### src/hdl/epc_pkg.sv
// Constants and types for the entropy polling register block
// Assumes a single system clock and a synchronous reset
package epc_pkg;
  localparam logic [11:0] EPC_CSR_ADDR   = 12'h015;
  localparam int          EPC_XLEN       = 64;
  localparam int          EPC_WORD_W     = 32;
  localparam int          EPC_ENT_W      = 16;
  localparam int          EPC_ST_HI      = 31;
  localparam int          EPC_ST_LO      = 30;
  localparam logic [1:0]  EPC_CODE_TEST  = 2'h0;
  localparam logic [1:0]  EPC_CODE_WAIT  = 2'h1;
  localparam logic [1:0]  EPC_CODE_READY = 2'h2;
  localparam logic [1:0]  EPC_CODE_DEAD  = 2'h3;
  localparam logic [5:0]  EPC_RSVD_VAL   = 6'h00;
  localparam logic [7:0]  EPC_CUSTOM_VAL = 8'h00;
  localparam logic [1:0]  EPC_PRIV_U     = 2'h0;
  localparam logic [1:0]  EPC_PRIV_S     = 2'h1;
  localparam logic [1:0]  EPC_PRIV_M     = 2'h3;
  localparam logic [1:0]  EPC_OP_RW      = 2'h1;
  localparam logic [1:0]  EPC_OP_RS      = 2'h2;
  localparam logic [1:0]  EPC_OP_RC      = 2'h3;
  localparam logic [15:0] EPC_WORD_RST   = 16'h0000;
  localparam logic [31:0] EPC_RDATA_RST  = 32'h00000000;

  typedef enum logic [3:0] {
    EPC_ST_SELF_TEST = 4'h1,
    EPC_ST_WAIT      = 4'h2,
    EPC_ST_READY     = 4'h4,
    EPC_ST_DEAD      = 4'h8
  } epc_state_type;
endpackage

### src/hdl/epc_word_if.sv
// Link between the poll register and its one-word entropy holder
// Assumes both ends run on clk_sys
`timescale 1ns/1ps
`default_nettype none
interface epc_word_if;
  logic        enable;
  logic        take;
  logic        wipe;
  logic        full;
  logic        load;
  logic [15:0] word;
  modport holder (input enable, input take, input wipe, output full, output load, output word);
  modport user   (output enable, output take, output wipe, input full, input load, input word);
endinterface
`default_nettype wire

### src/hdl/epc_access_check.sv
// Privilege and instruction-form check for an access to the poll register
// Assumes the core presents mode, grant bits and op form in one cycle
`timescale 1ns/1ps
`default_nettype none
module epc_access_check
  import epc_pkg::*;
(
  // Access description
  input  wire logic [1:0] priv_mode,
  input  wire logic       virt_mode,
  input  wire logic [1:0] op_kind,
  input  wire logic       src_is_zero,
  // Grants from the machine security configuration
  input  wire logic       grant_super,
  input  wire logic       grant_user,
  // Verdict
  output logic            allow,
  output logic            illegal,
  output logic            virt_trap
);
  logic rw_form;

  always_comb begin
    rw_form   = (op_kind == EPC_OP_RW) ||
                (((op_kind == EPC_OP_RS) || (op_kind == EPC_OP_RC)) && !src_is_zero);
    allow     = 1'b0;
    illegal   = 1'b0;
    virt_trap = 1'b0;
    if (virt_mode) begin
      // Guest modes always trap; only a granted read-write form may be emulated
      virt_trap = rw_form && grant_super;
      illegal   = !virt_trap;
    end else begin
      case (priv_mode)
        EPC_PRIV_M: allow = rw_form;
        EPC_PRIV_S: allow = rw_form && grant_super;
        EPC_PRIV_U: allow = rw_form && grant_user;
        default:    allow = 1'b0;
      endcase
      illegal = !allow;
    end
  end
endmodule
`default_nettype wire

### src/hdl/epc_word_hold.sv
// One-word holder between the noise source and the poll register
// Assumes the source keeps valid and word steady until accepted
`timescale 1ns/1ps
`default_nettype none
module epc_word_hold
  import epc_pkg::*;
(
  // Clock and reset
  input  wire logic        clk_sys,
  input  wire logic        rst,
  // Noise source side
  input  wire logic        src_valid,
  input  wire logic [15:0] src_word,
  output logic             src_ready,
  // Register side
  epc_word_if.holder       hold
);
  typedef struct packed {
    logic        full;
    logic [15:0] word;
  } epc_hold_type;

  epc_hold_type r_reg;
  epc_hold_type r_next;

  // A wipe blocks loading so an alarm never keeps a word
  assign src_ready = hold.enable && !hold.wipe && (!r_reg.full || hold.take);
  assign hold.load = src_valid && src_ready;
  assign hold.full = r_reg.full;
  assign hold.word = r_reg.word;

  always_comb begin
    r_next = r_reg;
    if (hold.take || hold.wipe) begin
      r_next.full = 1'b0;
      r_next.word = EPC_WORD_RST;
    end
    if (hold.load) begin
      r_next.full = 1'b1;
      r_next.word = src_word;
    end
  end

  always_ff @(posedge clk_sys) begin
    if (rst) begin
      r_reg <= '{full: 1'b0, word: EPC_WORD_RST};
    end else begin
      r_reg <= r_next;
    end
  end
endmodule
`default_nettype wire

### src/hdl/epc_poll_top.sv
// Entropy polling register: status, wipe-on-read word and access traps
// Assumes core access requests and noise source logic share clk_sys
// Function
// - Register sits in unprivileged space at address 0x015, 32 bits wide.
// - Status 31:30, reserved 29:24, custom 23:16, random value 15:0.
// - Codes: self-test 00, waiting 01, success 10, fatal 11.
// - Read-only access forms raise illegal instruction; only read-write serviced.
// - Written value is ignored; the write only signals a poll.
// - The 32-bit value is zero-extended to the integer register width.
// - Below machine mode, access traps unless explicitly granted.
// - Random bits read zero unless status is success; other fields zero.
// - Successful poll wipes the word and goes waiting unless another is ready.
// - Polls in waiting or fatal leave the state unchanged; in self-test a poll clears a pending alarm.
// - A non-fatal alarm holds self-test status until polled once.
// - Waiting status reports too little entropy; a normal condition.
// - Fatal status is permanent.
// - Self-test after reset or on alarm; normally waiting and success alternate.
// - Each delivered word is fresh and never delivered twice.
// - Initialization, test and alarms are visible through the status.
// - Grant bit 9 opens supervisor access, bit 8 user access.
// - Guest modes: granted read-write gives virtual trap, else illegal.
`timescale 1ns/1ps
`default_nettype none
module epc_poll_top
  import epc_pkg::*;
(
  // Clock and reset
  input  wire logic        clk_sys,
  input  wire logic        rst,
  // Core access request
  input  wire logic        csr_req,
  input  wire logic [11:0] csr_addr,
  input  wire logic [1:0]  csr_op_kind,
  input  wire logic        csr_src_zero,
  input  wire logic [31:0] csr_wdata,
  input  wire logic [1:0]  priv_mode,
  input  wire logic        virt_mode,
  input  wire logic [31:0] sec_cfg,
  // Core access answer
  output logic             csr_ack,
  output logic [63:0]      csr_rdata,
  output logic             csr_illegal,
  output logic             csr_virt_trap,
  // Noise source
  input  wire logic        src_valid,
  input  wire logic [15:0] src_word,
  output logic             src_ready,
  input  wire logic        src_test_busy,
  input  wire logic        src_alarm,
  input  wire logic        src_fatal,
  // Status visibility
  output logic [1:0]       operational_status,
  output logic             alarm_pending
);
  localparam int SEC_SUPER_BIT = 9;
  localparam int SEC_USER_BIT  = 8;

  typedef struct packed {
    epc_state_type state;
    logic          alarm_pend;
    logic          ack;
    logic          ill;
    logic          virt;
    logic [31:0]   rdata;
  } epc_top_type;

  localparam epc_top_type EPC_TOP_RST = '{
    state:      EPC_ST_SELF_TEST,
    alarm_pend: 1'b0,
    ack:        1'b0,
    ill:        1'b0,
    virt:       1'b0,
    rdata:      EPC_RDATA_RST
  };

  epc_top_type r_reg;
  epc_top_type r_next;

  epc_word_if hold ();

  logic hit;
  logic allow;
  logic illegal;
  logic virt_trap;
  logic poll;

  // Status code of a state
  function automatic logic [1:0] status_code(input epc_state_type st);
    case (st)
      EPC_ST_SELF_TEST: status_code = EPC_CODE_TEST;
      EPC_ST_WAIT:      status_code = EPC_CODE_WAIT;
      EPC_ST_READY:     status_code = EPC_CODE_READY;
      EPC_ST_DEAD:      status_code = EPC_CODE_DEAD;
      default:          status_code = EPC_CODE_TEST;
    endcase
  endfunction

  // Register image; random bits only in success
  function automatic logic [31:0] pack_word(input logic [1:0] code, input logic [15:0] ent);
    pack_word = {code, EPC_RSVD_VAL, EPC_CUSTOM_VAL,
                 (code == EPC_CODE_READY) ? ent : EPC_WORD_RST};
  endfunction

  epc_access_check u_check (
    .priv_mode   (priv_mode),
    .virt_mode   (virt_mode),
    .op_kind     (csr_op_kind),
    .src_is_zero (csr_src_zero),
    .grant_super (sec_cfg[SEC_SUPER_BIT]),
    .grant_user  (sec_cfg[SEC_USER_BIT]),
    .allow       (allow),
    .illegal     (illegal),
    .virt_trap   (virt_trap)
  );

  epc_word_hold u_hold (
    .clk_sys   (clk_sys),
    .rst       (rst),
    .src_valid (src_valid),
    .src_word  (src_word),
    .src_ready (src_ready),
    .hold      (hold.holder)
  );

  // Write data has no path into any state
  assign hit  = csr_req && (csr_addr == EPC_CSR_ADDR);
  assign poll = hit && allow;

  // Words are accepted only while the source is known healthy
  assign hold.enable = (r_reg.state == EPC_ST_WAIT) || (r_reg.state == EPC_ST_READY);

  always_comb begin
    r_next      = r_reg;
    r_next.ack  = hit;
    r_next.ill  = hit && illegal;
    r_next.virt = hit && virt_trap;
    r_next.rdata = EPC_RDATA_RST;
    hold.take   = 1'b0;
    hold.wipe   = 1'b0;
    if (poll) begin
      r_next.rdata = pack_word(status_code(r_reg.state), hold.word);
    end
    case (r_reg.state)
      EPC_ST_SELF_TEST: begin
        if (poll) begin
          r_next.alarm_pend = 1'b0;
        end
        if (!src_test_busy && !r_next.alarm_pend) begin
          r_next.state = EPC_ST_WAIT;
        end
      end
      EPC_ST_WAIT: begin
        // Polls here change nothing
        if (hold.full) begin
          r_next.state = EPC_ST_READY;
        end
      end
      EPC_ST_READY: begin
        if (poll) begin
          hold.take    = 1'b1;
          r_next.state = hold.load ? EPC_ST_READY : EPC_ST_WAIT;
        end
      end
      EPC_ST_DEAD: begin
        hold.wipe = 1'b1;
      end
      default: begin
        r_next.state = EPC_ST_SELF_TEST;
      end
    endcase
    // Fatal beats alarm; alarm set beats the poll clear
    if (src_fatal || (r_reg.state == EPC_ST_DEAD)) begin
      r_next.state = EPC_ST_DEAD;
      hold.wipe    = 1'b1;
      hold.take    = 1'b0;
    end else if (src_alarm) begin
      r_next.state      = EPC_ST_SELF_TEST;
      r_next.alarm_pend = 1'b1;
      hold.wipe         = 1'b1;
      hold.take         = 1'b0;
    end
  end

  always_ff @(posedge clk_sys) begin
    if (rst) begin
      r_reg <= EPC_TOP_RST;
    end else begin
      r_reg <= r_next;
    end
  end

  assign csr_ack            = r_reg.ack;
  assign csr_rdata          = {32'h00000000, r_reg.rdata};
  assign csr_illegal        = r_reg.ill;
  assign csr_virt_trap      = r_reg.virt;
  assign operational_status = status_code(r_reg.state);
  assign alarm_pending      = r_reg.alarm_pend;
endmodule
`default_nettype wire

### config.mk
export PLATFORM = sky130hd
export DESIGN_NAME = epc_poll_top
export DESIGN_NICKNAME = d
export VERILOG_FILES = /design/src/hdl/epc_pkg.sv /design/src/hdl/epc_word_if.sv /design/src/hdl/epc_access_check.sv /design/src/hdl/epc_word_hold.sv /design/src/hdl/epc_poll_top.sv
export SDC_FILE = /design/constraint.sdc
export NUM_CORES = 1
export LEC_CHECK = 0
export ABC_AREA = 1
export BUFFER_PORTS_ARGS = -buffer_cell sky130_fd_sc_hd__buf_2
export CAP_MARGIN = 10
export CORE_UTILIZATION = 40
export DETAILED_ROUTE_END_ITERATION = 7
export GPL_TIMING_DRIVEN = 0
export PLACE_DENSITY = 0.81
export SYNTH_ARGS = -nofsm -noshare
export SYNTH_HDL_FRONTEND = slang
export SYNTH_SLANG_ARGS = --single-unit
### constraint.sdc
create_clock -name clk_sys -period 2.26 [get_ports clk_sys]
set_input_delay 0.678 -clock clk_sys [delete_from_list [all_inputs] [get_ports clk_sys]]
set_output_delay 0.678 -clock clk_sys [all_outputs]
set_load 0.02 [all_outputs]
# Word-level counts from Yosys, hierarchy flattened
# Cells that the tools add are included.
# classes
eq_ne	18
mux	27
bitwise_logic	3
reduce_logical	31
# ops
op	n
17-bit 2-to-1 mux	2
4-bit 2-to-1 mux	4
4-bit one-hot mux with 4 select lines	1
1-bit 2-to-1 mux	15
12-bit by 5-bit equality test with 1-bit output, second input constant	1
1-bit logical AND	11
2-bit equality test, second input constant	4
4-bit AND reduction	2
1-bit logical NOT	7
1-bit logical OR	6
2-bit one-hot mux with 3 select lines	1
3-bit OR reduction	2
5-bit 2-to-1 mux	1
2-bit by 1-bit equality test with 1-bit output, second input constant	2
4-bit by 1-bit equality test with 1-bit output, second input constant	1
4-bit by 2-bit equality test with 1-bit output, second input constant	1
4-bit by 3-bit equality test with 1-bit output, second input constant	1
4-bit equality test, second input constant	1
2-bit != test, second input constant	2
4-bit by 2-bit != test with 1-bit output, second input constant	1
4-bit by 3-bit != test with 1-bit output, second input constant	1
4-bit != test, second input constant	1
3-bit 2-to-1 mux	1
3-bit by 2-bit != test with 1-bit output, second input constant	1
other kinds (7)	9
# word_totals
ff_bits	57
out_inout_bits	71

# Logic depth before layout (Yosys ltp)
# Gate-level depths: netlist of the first run.
# logic_depth
word_depth	21
ltp_mapped	13
mapped_depth_nobuf	13

# Modules after synthesis
# Synthesis of the first run repeated with hierarchy kept, for this count alone.
# unflattened
cells_unflattened	290
area_unflattened_um2	2289.7
# by_module_without_submodules
mod	instances	cells_per_inst	area_each_um2
epc_poll_top	1	192	1488.9
epc_word_hold	1	84	730.7
epc_access_check	1	14	70.1

# Worst setup path before layout of the first run
# OpenSTA, ideal clock, no wires.
# synth_timing
kind	input -> output
startpoint	in priv_mode[1]
endpoint	out src_ready
arrival_time_ps	1620
required_time_ps	1582
slack_ps	-38
cell_stages	9
path_cell_list	inv_1 nand2_1 nand2_1 nand2_1 nor2_1 nand3_4 nand2_4 nand2_1 nor2_1
# synth_via
elab_chain_cells	11
# synth_lines
item	line	text
from (decl)	epc_poll_top.sv:36	input wire logic [1:0] priv_mode,
2-bit by 1-bit equality test with 1-bit output, or another cell as far along	epc_access_check.sv:34	case (priv_mode)
1-bit one-hot mux with 3 select lines *	epc_access_check.sv:34	
1-bit 2-to-1 mux * (2 in a row)	epc_access_check.sv:29	if (virt_mode) begin
1-bit logical AND *	epc_poll_top.sv:127	assign poll = hit && allow;
1-bit 2-to-1 mux *	epc_poll_top.sv:159	if (poll) begin
1-bit 2-to-1 mux *	epc_poll_top.sv:143	case (r_reg.state)
1-bit 2-to-1 mux *	epc_poll_top.sv:176	end else if (src_alarm) begin
1-bit 2-to-1 mux *	epc_poll_top.sv:172	if (src_fatal || (r_reg.state == EPC_ST_DEAD)) begin
1-bit logical OR *	epc_word_hold.sv:27	assign src_ready = hold.enable && !hold.wipe && (!r_reg.full || hold.take);
1-bit logical AND *	epc_word_hold.sv:27	
to (decl)	epc_poll_top.sv:47	output logic src_ready,
# Every way passes the cells marked *; elsewhere a longest branch is shown, timed or not. The select of a mux whose other input is x is not followed.

# Final worst setup path of the first run
# layout_timing
startpoint	in csr_addr[3]
endpoint	out src_ready
# layout_via
elab_chain_cells	9
# layout_lines
item	line	text
from (decl)	epc_poll_top.sv:32	input wire logic [11:0] csr_addr,
12-bit by 5-bit equality test with 1-bit output	epc_poll_top.sv:126	assign hit = csr_req && (csr_addr == EPC_CSR_ADDR);
1-bit logical AND	epc_poll_top.sv:126	
1-bit logical AND	epc_poll_top.sv:127	
1-bit 2-to-1 mux	epc_poll_top.sv:159	
1-bit 2-to-1 mux	epc_poll_top.sv:143	
1-bit 2-to-1 mux	epc_poll_top.sv:176	
1-bit 2-to-1 mux	epc_poll_top.sv:172	
1-bit logical OR	epc_word_hold.sv:27	
1-bit logical AND	epc_word_hold.sv:27	
# Every way passes these cells.

==> report_table.html, run 1 <==
<table>
<tr><th>Metric</th><th>Value</th></tr>
<tr><th colspan="2">Synth</th></tr>
<tr><td>Adder-Cell Fraction of Synth Area</td><td>0</td></tr>
<tr><td>Most repeated cell in the gate-level netlist after synthesis</td><td>buf_4</td></tr>
<tr><td>Simple-gate area share of the yosys netlist</td><td>0.258</td></tr>
<tr><td>Count of cell types in the netlist</td><td>28</td></tr>
<tr><td>Main combinational cell family by area after synthesis</td><td>buffers and inverters</td></tr>
<tr><td>#FFs+latches synth</td><td>43</td></tr>
<tr><td>Post-synthesis share of cell area spent on xor and xnor gates</td><td>0</td></tr>
<tr><td>Number of flops mapped to enable cells by yosys</td><td>0</td></tr>
<tr><td>Primary flip-flop cell chosen by synthesis mapping</td><td>dfxtp_1</td></tr>
<tr><td>Synthesized area</td><td>2290 µm²</td></tr>
<tr><td>Instance count of the mapped netlist</td><td>301</td></tr>
<tr><td>Multiplexer area fraction after synthesis</td><td>0</td></tr>
<tr><td>Largest cells by area after synthesis</td><td>dfxtp_1 38%, buf_4 21%, nand2_1 9.7%</td></tr>
<tr><td>Cell type with the largest total area after synthesis</td><td>dfxtp_1</td></tr>
<tr><td>Area share of the leading cell type in the synthesized netlist</td><td>0.375</td></tr>
<tr><td>Async SR Flop Fraction</td><td>0</td></tr>
<tr><td>Yosys Warn Count</td><td>0</td></tr>
<tr><td>Compound-Gate Fraction of Synth Area</td><td>0.0682</td></tr>
<tr><td>Top post-synthesis cells by count</td><td>64 x buf_4, 59 x nand2_1, 43 x dfxtp_1</td></tr>
<tr><td>Avg Synthesized Cell Area</td><td>7.62 µm²</td></tr>
<tr><td>Seq/Total Area, Yosys</td><td>0.375</td></tr>
<tr><th colspan="2">Clock network</th></tr>
<tr><td>Buffers from clock root to sink, at most</td><td>2</td></tr>
<tr><td>Library cell used as clock root buffer</td><td>clkbuf_8</td></tr>
<tr><td>TritonCTS clock tree</td><td>done</td></tr>
<tr><td>Clock-pin slew reported for the worst setup and hold paths after clock tree synthesis</td><td>roughly 0.07 ns</td></tr>
<tr><td>Number of H-tree branching levels</td><td>2</td></tr>
<tr><td>Clock net sink count</td><td>43</td></tr>
<tr><td>Clock latency on the worst-skew pair</td><td>0.29 ns</td></tr>
<tr><td>Num CTS Buffers</td><td>5</td></tr>
<tr><td>CTS Hold Buffers Added</td><td>0</td></tr>
<tr><th colspan="2">Floorplanning</th></tr>
<tr><td>Placeable core region</td><td>5510 µm²</td></tr>
<tr><td>Starting Density</td><td>0.417</td></tr>
<tr><td>FP Rows</td><td>27</td></tr>
<tr><td>Die Y</td><td>77.7 µm</td></tr>
<tr><td>Floorplan die area</td><td>6040 µm²</td></tr>
<tr><td>Top-level port count</td><td>176</td></tr>
<tr><td>Die Wd</td><td>77.7 µm</td></tr>
<tr><th colspan="2">Critical path</th></tr>
<tr><td>Crit Path Category</td><td>in2out</td></tr>
<tr><td>Worst setup slack for register-to-register paths</td><td>0.43 ns</td></tr>
<tr><td>Number of cells on the worst reg-to-reg path</td><td>12</td></tr>
<tr><td>Crit end category</td><td>primary output</td></tr>
<tr><td>CP max FO</td><td>2</td></tr>
<tr><td>Worst endpoint required time</td><td>1.58 ns</td></tr>
<tr><td>Startpoint type of the worst setup path</td><td>primary input</td></tr>
<tr><td>Data arrival time of the critical path</td><td>1.63 ns</td></tr>
<tr><th colspan="2">Cells and area</th></tr>
<tr><td>Share of final-layout standard cells stronger than drive strength 1</td><td>0.420</td></tr>
<tr><td>Post-synthesis to final-layout area growth</td><td>35.0%</td></tr>
<tr><td>Final-stage net count</td><td>530</td></tr>
<tr><td>Area of all placed cells without fillers</td><td>3100 µm²</td></tr>
<tr><td>Number of flip-flops under the largest register name</td><td>18</td></tr>
<tr><td>Antenna diode count</td><td>0</td></tr>
<tr><th colspan="2">GRT</th></tr>
<tr><td>Total congestion overflow</td><td>0</td></tr>
<tr><td>Overall routing resource usage</td><td>0.143</td></tr>
<tr><td>Wire length of the first global-routing pass</td><td>between 6000 and 7000 µm</td></tr>
<tr><td>Maximum number of pins on one net before global-route repair</td><td>15</td></tr>
<tr><td>Via count of the first global-routing pass</td><td>1705</td></tr>
<tr><td>Antenna violations before repair</td><td>0</td></tr>
<tr><th colspan="2">Timing</th></tr>
<tr><td>Setup repair after global routing missed its margin</td><td>true</td></tr>
<tr><td>Hold WS</td><td>0.427 ns</td></tr>
<tr><td>Fin crit share</td><td>1.02</td></tr>
<tr><td>Crit path time final</td><td>2.31 ns</td></tr>
<tr><td>Max frequency</td><td>between 400 and 500 MHz</td></tr>
<tr><td>Number of hold violations in the final report</td><td>0</td></tr>
<tr><td>Final worst clock skew</td><td>0.00695 ns</td></tr>
<tr><td>Setup-violating endpoint count in the final report</td><td>1</td></tr>
<tr><td>Setup slack after layout</td><td>-0.0489 ns</td></tr>
<tr><td>Max-slew violation count</td><td>0</td></tr>
<tr><th colspan="2">Status</th></tr>
<tr><td>Failing checks</td><td>negative setup slack</td></tr>
<tr><td>Result of the run</td><td>finished with violations</td></tr>
<tr><th colspan="2">Drt</th></tr>
<tr><td>Remaining DRCs</td><td>0</td></tr>
<tr><td>Number of vias in the routed layout</td><td>about 1.9k</td></tr>
<tr><td>Mean routed wirelength per cell</td><td>~8.4 µm</td></tr>
<tr><td>Initial DRC count</td><td>70</td></tr>
<tr><td>Total length of routed wires</td><td>4160 µm</td></tr>
<tr><td>Post-route ant nets</td><td>0</td></tr>
<tr><td>Length of the first detailed-routing pass in iterations</td><td>4</td></tr>
<tr><td>Vias per cell</td><td>approximately 4</td></tr>
<tr><th colspan="2">Power and ir drop</th></tr>
<tr><td>Static leakage</td><td>0.00162 µW</td></tr>
<tr><td>Maximum vdd ir drop</td><td>313 µV</td></tr>
<tr><td>Power density normalized to cell area</td><td>526 nW/µm²</td></tr>
<tr><th colspan="2">Run</th></tr>
<tr><td>Max cap viols</td><td>0</td></tr>
<tr><th colspan="2">Min path</th></tr>
<tr><td>Min-Delay Path Depth</td><td>2</td></tr>
<tr><td>HP Class</td><td>reg2reg</td></tr>
<tr><th colspan="2">Placed design</th></tr>
<tr><td>RD Place Congestion</td><td>0.878</td></tr>
<tr><td>Setup WS pre-CTS</td><td>-0.246 ns</td></tr>
<tr><td>HPWL Detailed</td><td>3290 µm</td></tr>
<tr><td>Placed standard-cell area</td><td>2890 µm²</td></tr>
<tr><td># port buffers</td><td>67</td></tr>
</table>
-- worst max-delay path: stages --
cell,delay [ns]
buf_2,0.10
nor2_1,0.11
nand3_1,0.13
nor2_4,0.15
nand3_4,0.10
nand2_4,0.07
nand2_2,0.04
nor2_2,0.12
buf_6,0.13
-- stage by stage --
step | TNS, ns | total power (µW) | instances | utilization
final | -0.0489 | 1630 | 498 | 0.563
after global placement | -0.230 | 1040 | 485 | 0.525
after detailed placement | -0.246 | 1040 | 485 | 0.525
after global routing | -0.132 | 1710 | 498 | 0.563
after floorplan | 0 | 984 | 346 | -
after CTS | -0.0632 | 1630 | 496 | 0.554
-- cell usage in the layout (no fill, tap or decap), types with 4 or more instances in the layout --
master and n:
dfxtp_1 40, buf_4 69, conb_1 46, o21ai_0 6
nand4_1 4, nor2_4 4, nand3_1 6, nor2_1 34
clkbuf_8 5, o21ai_2 10, a21oi_1 4, inv_1 40
nand3_4 6, nand2_1 57, buf_2 66
-- cell families after synthesis --
logic type             after synthesis
flip-flops                          43
AND/OR/NAND/NOR                    122
other                                1
buffers and inverters              112
AO/OA/AOI/OAI                       23
-- cell type report --
cell class	count	area, µm²
Fill cell	495	2410
Clock inverter	3	43.8
Clock buffer	5	68.8
Sequential cell	43	865
Buffer	68	515
Inverter	44	165
Tap cell	72	90.1
Timing Repair Buffer	72	385
Multi-Input combinational cell	191	965
-- path summary, 6_finish.rpt --
kind,startpoint,to
setup / recovery,csr_addr[3],src_ready
hold / removal,u_hold.hold.word[13],csr_rdata[13]
setup reg to reg,r_reg[37],u_hold.hold.word[4]
hold reg to reg,u_hold.hold.word[13],csr_rdata[13]
-- per-layer routing --
metal | part of all wire | global-route usage | vias up
met5 | 0 | 0 | -
met4 | 0.013 | 0.0585 | 0
met3 | 0.086 | 0.0365 | 5
met2 | 0.50 | 0.267 | 89
met1 | 0.40 | 0.151 | 801
li1 | - | - | 1051
-- timing repair --
| item | in CTS | in global routing |
|---|---|---|
| setup buffers | 3 | 2 |
| gates cloned | 0 | 0 |
| resized for setup | 7 | 10 |
| setup endpoints to repair | 1 | 1 |
| pin swaps | 3 | 7 |
-- power by group --
part / internal (µW) / switching (µW)
Sequential: 763 / 7.24
Clock: 329 / 259
Combinational: 112 / 159
No activity file was read; power rests on OpenSTA's default activity.
==> run 2: changes to the inputs <==
- CORE_MARGIN: default -> 8
==> run 2 against run 1 <==
The run still ends with negative setup slack left. Via count increased by 2.8%. First-iteration DRC count decreased by 2.9%. Worst setup slack improved by 0.026 ns. Global-route usage decreased by 2.3 points. Maximum frequency increased by 1.1%. Count of clock-buffer cells in the layout unchanged. Non-clock buffer count increased by 1. Clock power about the same. Hold slack about the same. Die area increased by 39%. Critical endpoint unchanged. Largest cell class unchanged. Largest power group unchanged.
==> report_table.html, run 2 (synthesis gave the netlist of run 1 again) <==
<table>
<tr><th>Metric</th><th>Value</th></tr>
<tr><th colspan="2">Clock network</th></tr>
<tr><td>Clock latency on the worst-skew pair</td><td>0.29 ns (about the same)</td></tr>
<tr><td>Buffers from clock root to sink, at most</td><td>2 (unchanged)</td></tr>
<tr><td>Clock-pin slew reported for the worst setup and hold paths after clock tree synthesis</td><td>0.08 ns (about the same)</td></tr>
<tr><td>Number of H-tree branching levels</td><td>2 (unchanged)</td></tr>
<tr><td>TritonCTS clock tree</td><td>done</td></tr>
<tr><td>Library cell used as clock root buffer</td><td>clkbuf_8</td></tr>
<tr><td>Num CTS Buffers</td><td>5 (unchanged)</td></tr>
<tr><td>CTS Hold Buffers Added</td><td>0 (unchanged)</td></tr>
<tr><td>Clock net sink count</td><td>43 (unchanged)</td></tr>
<tr><th colspan="2">Drt</th></tr>
<tr><td>Length of the first detailed-routing pass in iterations</td><td>4 (unchanged)</td></tr>
<tr><td>Mean routed wirelength per cell</td><td>10.3 µm (+24%)</td></tr>
<tr><td>Post-route met1 wirelength</td><td>2020 µm (+21%)</td></tr>
<tr><td>Number of vias in the routed layout</td><td>2000 (+2.8%)</td></tr>
<tr><td>Remaining DRCs</td><td>0 (unchanged)</td></tr>
<tr><td>Vias per cell</td><td>4.01 (+2.6%)</td></tr>
<tr><td>Top routing layer in use</td><td>met4</td></tr>
<tr><td>Met2 layer wire length in the routed design</td><td>2520 µm (+21%)</td></tr>
<tr><td>Initial DRC count</td><td>68 (-2.9%)</td></tr>
<tr><td>Post-route ant nets</td><td>0 (unchanged)</td></tr>
<tr><td>Total length of routed wires</td><td>5160 µm (+24%)</td></tr>
<tr><td>Met3 wire len</td><td>522 µm (+47%)</td></tr>
<tr><th colspan="2">GRT</th></tr>
<tr><td>Wire length of the first global-routing pass</td><td>8450 µm (+22%)</td></tr>
<tr><td>Antenna violations before repair</td><td>0 (unchanged)</td></tr>
<tr><td>Via count of the first global-routing pass</td><td>1936 (+14%)</td></tr>
<tr><td>Total congestion overflow</td><td>0 (unchanged)</td></tr>
<tr><td>Overall routing resource usage</td><td>0.120 (-0.0229)</td></tr>
<tr><td>Maximum number of pins on one net before global-route repair</td><td>15 (unchanged)</td></tr>
<tr><th colspan="2">Cells and area</th></tr>
<tr><td>Multi-input gate area in the final layout</td><td>981 µm² (+1.7%)</td></tr>
<tr><td>Final cell count without fillers</td><td>499 (+0.20%)</td></tr>
<tr><td>Number of flip-flops under the largest register name</td><td>18 (unchanged)</td></tr>
<tr><td>Post-synthesis to final-layout area growth</td><td>36.9%</td></tr>
<tr><td>Layout Utilization</td><td>0.567 (+0.00425)</td></tr>
<tr><td>Share of final-layout standard cells stronger than drive strength 1</td><td>0.431 (+0.0107)</td></tr>
<tr><td>Antenna diode count</td><td>0 (unchanged)</td></tr>
<tr><td>Register area</td><td>865 µm² (unchanged)</td></tr>
<tr><td>Commonest cells after routing, fill and taps aside</td><td>70 x buf_4, 63 x buf_2, 57 x nand2_1</td></tr>
<tr><td>Commonest non-fill, non-tap cell in the layout</td><td>buf_4</td></tr>
<tr><td>Final-stage net count</td><td>531 (+0.19%)</td></tr>
<tr><td># fillers</td><td>510 (+3.0%)</td></tr>
<tr><th colspan="2">Timing</th></tr>
<tr><td>Setup repair after global routing missed its margin</td><td>true</td></tr>
<tr><td>Setup slack after layout</td><td>-0.0231 ns (+0.0257 ns)</td></tr>
<tr><td>Setup-violating endpoint count in the final report</td><td>1 (unchanged)</td></tr>
<tr><td>Max-slew violation count</td><td>0 (unchanged)</td></tr>
<tr><td>Fin crit share</td><td>1.01 (-0.0114)</td></tr>
<tr><td>Max frequency</td><td>438 MHz (+1.1%)</td></tr>
<tr><td>Final worst clock skew</td><td>0.00575 ns (-0.00119 ns)</td></tr>
<tr><td>Crit path time final</td><td>2.28 ns (-0.0257 ns)</td></tr>
<tr><td>Number of hold violations in the final report</td><td>0 (unchanged)</td></tr>
<tr><th colspan="2">Critical path</th></tr>
<tr><td>Worst setup slack for register-to-register paths</td><td>0.53 ns (+0.10 ns)</td></tr>
<tr><td>CP delay by family, top</td><td>simple AND/OR/NAND/NOR gates</td></tr>
<tr><td>Number of cells on the worst reg-to-reg path</td><td>12 (unchanged)</td></tr>
<tr><td>Maximum single-stage delay on the critical path</td><td>0.14 ns (about the same)</td></tr>
<tr><td>Worst endpoint required time</td><td>1.58 ns (about the same)</td></tr>
<tr><td>Crit Path Category</td><td>in2out</td></tr>
<tr><td>Reg2Reg Capture Point</td><td>u_hold.hold.word[1]</td></tr>
<tr><td>Slowest CP cell</td><td>nor2_4</td></tr>
<tr><td>Startpoint type of the worst setup path</td><td>primary input</td></tr>
<tr><td>Launching point of the worst reg2reg path</td><td>r_reg[37]</td></tr>
<tr><td>Logic depth of the worst setup path including buffers</td><td>9 (unchanged)</td></tr>
<tr><td>CP max FO</td><td>2 (unchanged)</td></tr>
<tr><td>Crit end category</td><td>primary output</td></tr>
<tr><td>Crit-path cells</td><td>buf_2 &gt; nor2_2 &gt; nand3_2 &gt; nor2_4 &gt; nand3_4 &gt; nand2_4 &gt; nand2_4 &gt; nor2_4 &gt; buf_6</td></tr>
<tr><td>Critical path buffers and inverters</td><td>2 (unchanged)</td></tr>
<tr><td>Data arrival time of the critical path</td><td>1.61 ns (-0.02 ns)</td></tr>
<tr><th colspan="2">Power and ir drop</th></tr>
<tr><td>Sequential cell fraction of total power</td><td>0.469 (-0.004)</td></tr>
<tr><td>Maximum vdd ir drop</td><td>308 µV (-1.8%)</td></tr>
<tr><td>Internal power consumption</td><td>1210 µW (+0.42%)</td></tr>
<tr><td>Clock share of power</td><td>0.359 (-0.002)</td></tr>
<tr><td>Power share of the combinational group</td><td>0.172 (+0.006)</td></tr>
<tr><td>Final Power</td><td>1640 µW (+0.87%)</td></tr>
<tr><td>Net switching power</td><td>434 µW (+2.1%)</td></tr>
<tr><td>Power density normalized to cell area</td><td>523 nW/µm² (-0.49%)</td></tr>
<tr><td>Switch share</td><td>0.264 (+0.00329)</td></tr>
<tr><td>Static leakage</td><td>0.00163 µW (+0.65%)</td></tr>
<tr><th colspan="2">Placed design</th></tr>
<tr><td># port buffers</td><td>67 (unchanged)</td></tr>
<tr><td>HPWL Detailed</td><td>4170 µm (+27%)</td></tr>
<tr><td>Cell count after placement</td><td>485 (unchanged)</td></tr>
<tr><td>RD Place Congestion</td><td>0.897 (+2.1%)</td></tr>
<tr><th colspan="2">Floorplanning</th></tr>
<tr><td>Top-level port count</td><td>176 (unchanged)</td></tr>
<tr><td>Placeable core region</td><td>5540 µm² (+0.61%)</td></tr>
<tr><td>Floorplan die area</td><td>8420 µm² (+39%)</td></tr>
<tr><td>Die Wd</td><td>91.7 µm (+18%)</td></tr>
<tr><td>Starting Density</td><td>0.414 (-0.00254)</td></tr>
<tr><td>Die Y</td><td>91.7 µm (+18%)</td></tr>
<tr><td>FP Rows</td><td>27 (unchanged)</td></tr>
<tr><th colspan="2">Status</th></tr>
<tr><td>Failing checks</td><td>negative setup slack</td></tr>
<tr><td>Result of the run</td><td>finished with violations</td></tr>
<tr><th colspan="2">Min path</th></tr>
<tr><td>Min-Delay Path Depth</td><td>2 (unchanged)</td></tr>
<tr><td>Worst min-delay path startpoint</td><td>u_hold.hold.word[2]</td></tr>
<tr><td>HP Class</td><td>reg2reg</td></tr>
<tr><td>Endpoint of the worst hold-timing path</td><td>csr_rdata[2]</td></tr>
<tr><th colspan="2">Run</th></tr>
<tr><td>Max cap viols</td><td>0 (unchanged)</td></tr>
</table>
## run 2: cell type report
cell class / count / share of cell area
clock inverters: 3 / 0.0139
flip-flops and latches: 43 / 0.275
repair buffers: 73 / 0.131
clock buffers: 5 / 0.0219
plain buffers: 68 / 0.164
multi-input cells: 191 / 0.312
well taps: 72 / 0.0287
inverters: 44 / 0.0526
## run 2: routing by layer
metal  global-route usage  up-vias
met5                    0        -
met4               0.0577        0
met3               0.0481        9
met2                0.214       90
met1                0.120      846
li1                     -     1055
## run 2: how the worst max path moves through the flow
stage	from	to	slack, ns
global route	csr_addr[1]	src_ready	-0.07
floorplan	priv_mode[1]	src_ready	0.04
detailed placement	priv_mode[1]	src_ready	-0.26
global placement	priv_mode[1]	src_ready	-0.26
CTS	csr_addr[6]	src_ready	-0.07
finish	csr_addr[7]	src_ready	-0.02
## run 2: power groups by stage
stage	Combinational (µW)	Clock, µW	Sequential (µW)
6_report	283	591	771
5_1_grt	309	645	772
4_1_cts	270	609	769
3_5_place_dp	259	0	786
3_3_place_gp	255	0	786
2_1_floorplan	196	0	788
## run 2: repair_timing
action	in CTS	in global routing
pin swaps	11	10
setup endpoints to repair	1	1
hold endpoints to repair	0	0
resized for setup	15	10
buffers inserted	5	1
## run 2: worst min-delay path, delay by kind of cell, from the launching register on
kind / cells / cell delay (ns)
buffers and inverters: 1 / 0.05
flip-flops: 1 / 0.32
AND/OR/NAND/NOR: 1 / 0.03
## run 2: per-stage QoR
step	cell area [µm²]	hold slack, ns	worst slack (ns)	TNS [ns]
2_1_floorplan	2470	0.408	0.0406	0
3_3_place_gp	2890	0.413	-0.259	-0.259
3_5_place_dp	2890	0.417	-0.261	-0.264
4_1_cts	3090	0.429	-0.0741	-0.0741
5_1_grt	3140	0.447	-0.0693	-0.0693
6_report	3140	0.427	-0.0231	-0.0231
